File: config.mk
export PLATFORM = sky130hd
export DESIGN_NAME = pbfs_port_b
export DESIGN_NICKNAME = d
export VERILOG_FILES = /design/src/core/pbfs_pkg.sv /design/src/core/pbfs_port_b.sv
export SDC_FILE = /design/constraint.sdc
export NUM_CORES = 1
export LEC_CHECK = 0
export ABC_AREA = 1
export BUFFER_PORTS_ARGS = -buffer_cell sky130_fd_sc_hd__buf_4
export CORE_MARGIN = 5
export CORE_UTILIZATION = 45
export DETAILED_ROUTE_END_ITERATION = 8
export PLACE_DENSITY_LB_ADDON = 0.25
export SETUP_SLACK_MARGIN = 0.4
export SYNTH_ARGS = -nofsm -noshare
export SYNTH_HDL_FRONTEND = slang
export SYNTH_SLANG_ARGS = --single-unit
File: constraint.sdc
create_clock -name pclk -period 1.9 [get_ports pclk]
set_input_delay 0.19 -clock pclk [delete_from_list [all_inputs] [get_ports pclk]]
set_output_delay 0.19 -clock pclk [all_outputs]
set_load 0.05 [all_outputs]
File: src/core/pbfs_pkg.sv
/*
  Constants, types and register map of the port B function select block.
  Assumes a 32-bit APB slave with 12-bit byte address inside the block window.
*/
package pbfs_pkg;
    localparam int          PBFS_PINS      = 10;
    localparam int          PBFS_AW        = 12;
    // printed offsets are not all word aligned: they are register indices
    localparam logic [31:0] PBFS_IDX_DIR   = 32'hffff8394;
    localparam logic [31:0] PBFS_IDX_HI    = 32'hffff8398;
    localparam logic [31:0] PBFS_IDX_LO    = 32'hffff839a;
    localparam logic [15:0] PBFS_RST       = 16'h0000;
    localparam logic [15:0] PBFS_HI_MASK   = 16'h000f;
    localparam logic [15:0] PBFS_LO_MASK   = 16'hfff5;
    localparam logic [15:0] PBFS_DIR_MASK  = 16'h03ff;
    localparam logic [15:0] PBFS_SMALL_LO  = 16'hfff0;
    localparam logic [15:0] PBFS_SMALL_DIR = 16'h03fc;
    localparam int          PBFS_NARROW    = 2;
    // per pin: lsb of its field, and whether it sits in the high register
    localparam int          PBFS_FLD_LSB [PBFS_PINS] = '{0, 2, 4, 6, 8, 10, 12, 14, 0, 2};
    localparam logic [9:0]  PBFS_IN_HI     = 10'h300;
    // interrupt number and address line (minus 16) per pin; 15 means none
    localparam int          PBFS_NONE      = 15;
    localparam int          PBFS_IRQ_NUM [PBFS_PINS] = '{15, 15, 0, 1, 2, 3, 15, 15, 6, 7};
    localparam int          PBFS_ADR_NUM [PBFS_PINS] = '{0, 1, 15, 15, 15, 15, 2, 3, 4, 5};
    localparam logic [1:0]  PBFS_C_IRQ     = 2'h1;
    localparam logic [1:0]  PBFS_C_ADDR    = 2'h2;
    localparam logic [1:0]  PBFS_C_STRB    = 2'h3;

    typedef enum logic [2:0] {
        PBFS_GPIO, PBFS_IRQ, PBFS_ADDR, PBFS_BUS_READ_WRITE_OUT, PBFS_COLH, PBFS_COLL, PBFS_RAS, PBFS_WAIT
    } pbfs_func_t;

    typedef struct packed {
        logic [15:0] hi;
        logic [15:0] lo;
        logic [15:0] dir;
    } pbfs_ctrl_t;

    typedef struct packed {
        logic [7:0] irq_en;
        logic [5:0] addr_en;
        logic       bus_read_write_out_en;
        logic       colh_en;
        logic       coll_en;
        logic       ras_en;
        logic       wait_en;
    } pbfs_ext_t;
endpackage

File: src/core/pbfs_port_b.sv
/*
  Port B pin function select and direction registers behind an APB slave.
  Assumes mode inputs are synchronous to pclk and stable in normal use.
*/
`timescale 1ns/10ps
// How it works
// - pin 9 field selects gpio, interrupt 7, address 21; code 11 reserved.
// - pin 8 field selects gpio, interrupt 6, address 20 or wait input.
// - pin 7 field selects gpio or address 19; other codes reserved.
// - pin 6 field selects gpio or address 18; other codes reserved.
// - pin 5 field selects gpio, interrupt 3 or read/write output.
// - pin 4 field selects gpio, interrupt 2 or upper column strobe.
// - pin 3 field selects gpio, interrupt 1 or lower column strobe.
// - pin 2 field selects gpio, interrupt 0 or row strobe.
// - pin 1 bit selects gpio or address 17.
// - pin 0 bit selects gpio or address 16.
// - with on-chip rom disabled, pins 1 and 0 drive address 17 and 16 whatever their bits, except in single-chip mode or the small variant.
// - single-chip mode turns every external-bus selection back into gpio.
// - reset clears all fields and direction bits, so all pins start gpio, except pins 1 and 0 when rom disabled forces them to address.
// - small variant treats pin 1 and pin 0 bits as reserved.
module pbfs_port_b
    import pbfs_pkg::*;
#(
    parameter bit SMALL_VARIANT = 1'b0
) (
    input  wire logic               pclk,
    input  wire logic               presetn,
    input  wire logic               psel,
    input  wire logic               penable,
    input  wire logic               pwrite,
    input  wire logic [PBFS_AW-1:0] paddr,
    input  wire logic [31:0]        pwdata,
    input  wire logic [3:0]         pstrb,
    output logic [31:0]             prdata,
    output logic                    pready,
    output logic                    pslverr,
    input  wire logic               mode_single_chip,
    input  wire logic               mode_rom_disabled,
    output pbfs_func_t [9:0]        pin_func,
    output logic [9:0]              gpio_output_en,
    output pbfs_ext_t               ext_sel
);

    localparam logic [15:0] LO_WMASK  = SMALL_VARIANT ? PBFS_SMALL_LO : PBFS_LO_MASK;
    localparam logic [15:0] DIR_WMASK = SMALL_VARIANT ? PBFS_SMALL_DIR : PBFS_DIR_MASK;

    pbfs_ctrl_t       ctrl;
    pbfs_func_t [9:0] next_func;
    pbfs_ext_t        next_ext;
    logic [9:0]       next_oe;
    logic             setup;
    logic             access;
    logic [2:0]       sel;
    logic [15:0]      lane_mask;

    function automatic logic hit(input logic [PBFS_AW-1:0] a, input logic [31:0] idx);
        hit = (a[PBFS_AW-1:2] == idx[PBFS_AW-3:0]) && (a[1:0] == 2'h0);
    endfunction

    function automatic pbfs_func_t decode(input int pin, input logic [1:0] code,
                                          input logic single, input logic romdis);
        pbfs_func_t f;
        f = PBFS_GPIO;
        unique case (pin)
            9, 8: begin
                if (code == PBFS_C_IRQ) f = PBFS_IRQ;
                if (code == PBFS_C_ADDR) f = PBFS_ADDR;
                if (pin == 8 && code == PBFS_C_STRB) f = PBFS_WAIT;
            end
            7, 6: begin
                if (code == PBFS_C_ADDR) f = PBFS_ADDR;
            end
            5, 4, 3, 2: begin
                if (code == PBFS_C_IRQ) f = PBFS_IRQ;
                if (code == PBFS_C_STRB) begin
                    unique case (pin)
                        5: f = PBFS_BUS_READ_WRITE_OUT;
                        4: f = PBFS_COLH;
                        3: f = PBFS_COLL;
                        default: f = PBFS_RAS;
                    endcase
                end
            end
            default: begin
                if (code[0] || romdis) f = PBFS_ADDR;
                if (SMALL_VARIANT) f = PBFS_GPIO;
            end
        endcase
        // interrupt inputs are not bus functions, so they survive single-chip mode
        if (single && f != PBFS_IRQ) f = PBFS_GPIO;
        decode = f;
    endfunction

    assign setup   = psel && !penable;
    assign access  = psel && penable;
    assign pready  = 1'b1;
    assign sel     = {hit(paddr, PBFS_IDX_DIR), hit(paddr, PBFS_IDX_HI), hit(paddr, PBFS_IDX_LO)};
    assign pslverr = access && (sel == 3'h0);
    assign lane_mask = {{8{pstrb[1]}}, {8{pstrb[0]}}};

    // register writes land at the access edge; reserved bits never store
    always_ff @(posedge pclk or negedge presetn) begin
        if (!presetn) begin
            ctrl <= '{hi: PBFS_RST, lo: PBFS_RST, dir: PBFS_RST};
        end else if (access && pwrite) begin
            if (sel[1])
                ctrl.hi <= (ctrl.hi & ~(lane_mask & PBFS_HI_MASK))
                         | (pwdata[15:0] & lane_mask & PBFS_HI_MASK);
            if (sel[0])
                ctrl.lo <= (ctrl.lo & ~(lane_mask & LO_WMASK))
                         | (pwdata[15:0] & lane_mask & LO_WMASK);
            if (sel[2])
                ctrl.dir <= (ctrl.dir & ~(lane_mask & DIR_WMASK))
                          | (pwdata[15:0] & lane_mask & DIR_WMASK);
        end
    end

    // read data is captured in the setup cycle so the answer needs no wait state
    always_ff @(posedge pclk or negedge presetn) begin
        if (!presetn) begin
            prdata <= 32'h0000_0000;
        end else if (setup) begin
            prdata <= 32'h0000_0000;
            unique case (1'b1)
                sel[2]: prdata[15:0] <= ctrl.dir;
                sel[1]: prdata[15:0] <= ctrl.hi;
                sel[0]: prdata[15:0] <= ctrl.lo;
                default: prdata <= 32'h0000_0000;
            endcase
        end
    end

    always_comb begin
        next_ext = '0;
        next_oe  = '0;
        for (int p = 0; p < PBFS_PINS; p++) begin
            logic [1:0] code;
            code = PBFS_IN_HI[p] ? ctrl.hi[PBFS_FLD_LSB[p] +: 2] : ctrl.lo[PBFS_FLD_LSB[p] +: 2];
            if (p < PBFS_NARROW) code = {1'b0, code[0]};
            next_func[p] = decode(p, code, mode_single_chip, mode_rom_disabled);
            next_oe[p] = ctrl.dir[p] && next_func[p] == PBFS_GPIO;
            if (next_func[p] == PBFS_IRQ && PBFS_IRQ_NUM[p] != PBFS_NONE)
                next_ext.irq_en[PBFS_IRQ_NUM[p][2:0]] = 1'b1;
            if (next_func[p] == PBFS_ADDR && PBFS_ADR_NUM[p] != PBFS_NONE)
                next_ext.addr_en[PBFS_ADR_NUM[p][2:0]] = 1'b1;
            if (next_func[p] == PBFS_BUS_READ_WRITE_OUT) next_ext.bus_read_write_out_en = 1'b1;
            if (next_func[p] == PBFS_COLH) next_ext.colh_en = 1'b1;
            if (next_func[p] == PBFS_COLL) next_ext.coll_en = 1'b1;
            if (next_func[p] == PBFS_RAS) next_ext.ras_en = 1'b1;
            if (next_func[p] == PBFS_WAIT) next_ext.wait_en = 1'b1;
        end
    end

    // pin controls are registered: one cycle behind a register write or mode change
    always_ff @(posedge pclk or negedge presetn) begin
        if (!presetn) begin
            pin_func       <= '{default: PBFS_GPIO};
            gpio_output_en <= '0;
            ext_sel        <= '0;
        end else begin
            pin_func       <= next_func;
            gpio_output_en <= next_oe;
            ext_sel        <= next_ext;
        end
    end

    // registered pin view, used to check the output enable against the direction bits
    logic [9:0] func_is_gpio;
    always_comb begin
        func_is_gpio = '0;
        for (int p = 0; p < PBFS_PINS; p++) begin
            func_is_gpio[p] = (pin_func[p] == PBFS_GPIO);
        end
    end
endmodule

==> flow_metrics.tcl <==
set metrics [dict create \
    status "finished clean" \
    slew_violations 0 \
    num_rows 32 \
    setup_slack_ns 0.5262 \
    grt_overflow 0 \
    multi_input_area_mm2 0.001135 \
    synth_top_area_frac 0.5753 \
    fin_tns_setup_ns 0 \
    cp_data_arrival_time_ns 1.18 \
    yosysTopAreaCell "dfrtp_1" \
    cts_root_buffer "clkbuf_8" \
    cpMaxStageDelayCell "nor2_4" \
    fp.dieH_um 98.49 \
    met3_usage 0.05379 \
    ys_warn_count 0 \
    cp_slowest_stage_delay_ns 0.20 \
    worstMarginPinSlew_ns 0.5041 \
    ys_ff_latch 81 \
    grt_pass1_wl_mm 12.37 \
    synth.avg_cell_area_um2 9.471 \
    hpwl_mm 5.840 \
    slew_headroom 0.6639 \
    maxCapViolCount 0 \
    finalHoldViolCount 0 \
    fmax_mhz 727.9 \
    cp_max_fo 6 \
    critPathKind "in -> out" \
    p_leak_nw 2.470 \
    path_common_cell "buf_4" \
    drt_wl_total_mm 7.650 \
    final.setup_skew_ns 0.007766 \
    place.gp.congestion 0.8106 \
    cts_tree "built" \
    period_needed_ns 1.374 \
    nNetsFinal 529 \
    vdd_ir_drop_max_v 0.0002638 \
    grt.total_usage 0.1622 \
    grt_pass1_vias 2512 \
    synthCells 372 \
    met1_usage 0.1959 \
    ant_nets 0 \
    fin_crit_sh 0.7231 \
    clk_pin_slew_worst_paths_ns 0.08 \
    worstSkewPairLatency_ns 0.34 \
    avgRoutedWirePerCell_um 13.19 \
    clock_path_buffers 2 \
    die_w_um 98.49 \
    initial_core_util 0.4583 \
    rsz0062_at_grt "false" \
    ys_types 25 \
    grt_max_degree 42 \
    clkSinkCount 81 \
    via_per_inst 4.486 \
    start_kind "input port" \
    min_path_type "in -> reg" \
    cp.required_ns 1.71 \
    fill_cells 729 \
    drive_above_1_share 0.3013 \
    yosys-top-cells-area "dfrtp_1 (58%), nand2_1 (9.3%), buf_4 (8.3%)" \
    netlist_area_mm2 0.003523 \
    die-area_mm2 0.009699 \
    area.sequential_mm2 0.002027 \
    drtPass1Iterations 4 \
    port_buffers 98 \
    pre_cts_ws_ns 0.3700 \
    setup_violations 0 \
    first_iter_violations 87 \
    remaining_drc_errors 0 \
    yosysSeqAreaShare 0.5753 \
    io_pins 148 \
    gr-usage-met2 0.2704 \
    syn2layout_area_growth_pct 25.36 \
    utilization 0.5745 \
    cts_max_level 3 \
    vias 2602 \
    power.density_mw_per_mm2 733.5 \
    n_antenna_cell 0 \
    antenna_found_initial 0 \
    worstPathCellList "buf_4 > nor2_1 > nand3_1 > nor2_4 > nand2_4 > nand2_1 > nor2_2 > buf_4" \
    cts-buffers-inserted 9 \
    cp-end-kind "primary output" \
    coreArea_mm2 0.007687 \
    grt_busiest_layer "met2" \
]
cells in the final DEF (no fill, tap or decap), drive strengths merged:
| cell | instances |
|---|---|
| o31ai | 6 |
| nor3b | 3 |
| o21ai | 26 |
| dfrtp | 81 |
| nor2 | 44 |
| clkinv | 3 |
| conb | 31 |
| clkbuf | 11 |
| buf | 108 |
| inv | 34 |
| a21oi | 9 |
| nand3 | 23 |
| bufinv | 1 |
| nor3 | 5 |
| nand2 | 92 |
| dlygate4sd3 | 1 |
power breakdown:
part           total, mW  leakage (nW)  switching, mW  internal (mW)
clock network       1.14        0.0929          0.550          0.594
logic              0.361          1.29          0.278         0.0829
registers           1.73          1.09        0.00365           1.73
total               3.24          2.47          0.831           2.41
path summary, 6_finish.rpt:
| check | from | end | slack (ns) | depth (start not counted) |
|---|---|---|---|---|
| worst min register to register | flip-flop | ext_sel[14] | 0.45 | 1 |
| min in group asynchronous | presetn | pin_func[16] | 0.36 | 2 |
| max in group asynchronous | presetn | asynchronous set/reset pin | 0.90 | 3 |
| worst max register to register | flip-flop | gpio_output_en[8] | 0.98 | 5 |
| worst min-delay path | pwdata[9] | flip-flop | 0.08 | 3 |
| worst max-delay path | paddr[1] | pslverr | 0.53 | 8 |
repair_timing:
item,4_1_cts,5_1_grt
hold buffers,1,0
buffers inserted,0,4
hold endpoints to repair,38,0
resized for setup,0,1
setup endpoints to repair,0,1
per-layer routing:
layer	wire length, um	vias to the layer above
met5	0	-
met4	119	0
met3	573	10
met2	3884	82
met1	3073	1218
li1	-	1292
kinds of logic (layout without fill, tap and decap cells):
logic type | Yosys count | in the layout | synth area share
buffers and inverters | 81 | 158 | 0.1353
other | 2 | 31 | 0.002131
AO/OA/AOI/OAI | 41 | 41 | 0.07102
AND/OR/NAND/NOR | 167 | 167 | 0.2163
flip-flops | 81 | 81 | 0.5753
synth_stat cells, drive strengths merged:
| library cell | count |
|---|---|
| dfrtp | 81 |
| nor2 | 44 |
| o21ai | 26 |
| nand2 | 92 |
| clkbuf | 4 |
| buf | 43 |
| a21oi | 9 |
| nor3b | 3 |
| conb | 2 |
| nor3 | 5 |
| o31ai | 6 |
| inv | 34 |
| nand3 | 23 |
critical path: cells and delay by family:
kind                   cells  cell delay [ns]
buffers and inverters      2             0.29
and+or+nand+nor            6             0.71
layout make-up:
cell class / instances / share of cell area
flip-flops and latches: 81 / 0.4589
multi-input cells: 239 / 0.2569
repair buffers: 109 / 0.1858
clock inverters: 4 / 0.01020
inverters: 34 / 0.02946
clock buffers: 11 / 0.02975
well taps: 102 / 0.02890
metrics by stage:
| step | area [um^2] | std cells | power [mW] | hold slack [ns] |
|---|---|---|---|---|
| 6_report | 4417 | 580 | 3.240 | 0.07644 |
| 2_1_floorplan | 3635 | 401 | 2.052 | -0.1056 |
| 5_1_grt | 4417 | 580 | 3.389 | 0.07912 |
| 3_3_place_gp | 4197 | 560 | 2.127 | 0.1951 |
| 3_5_place_dp | 4197 | 560 | 2.129 | 0.1989 |
| 4_1_cts | 4383 | 576 | 3.277 | 0.06102 |
Note: power is estimated with default switching activity, not from simulation.
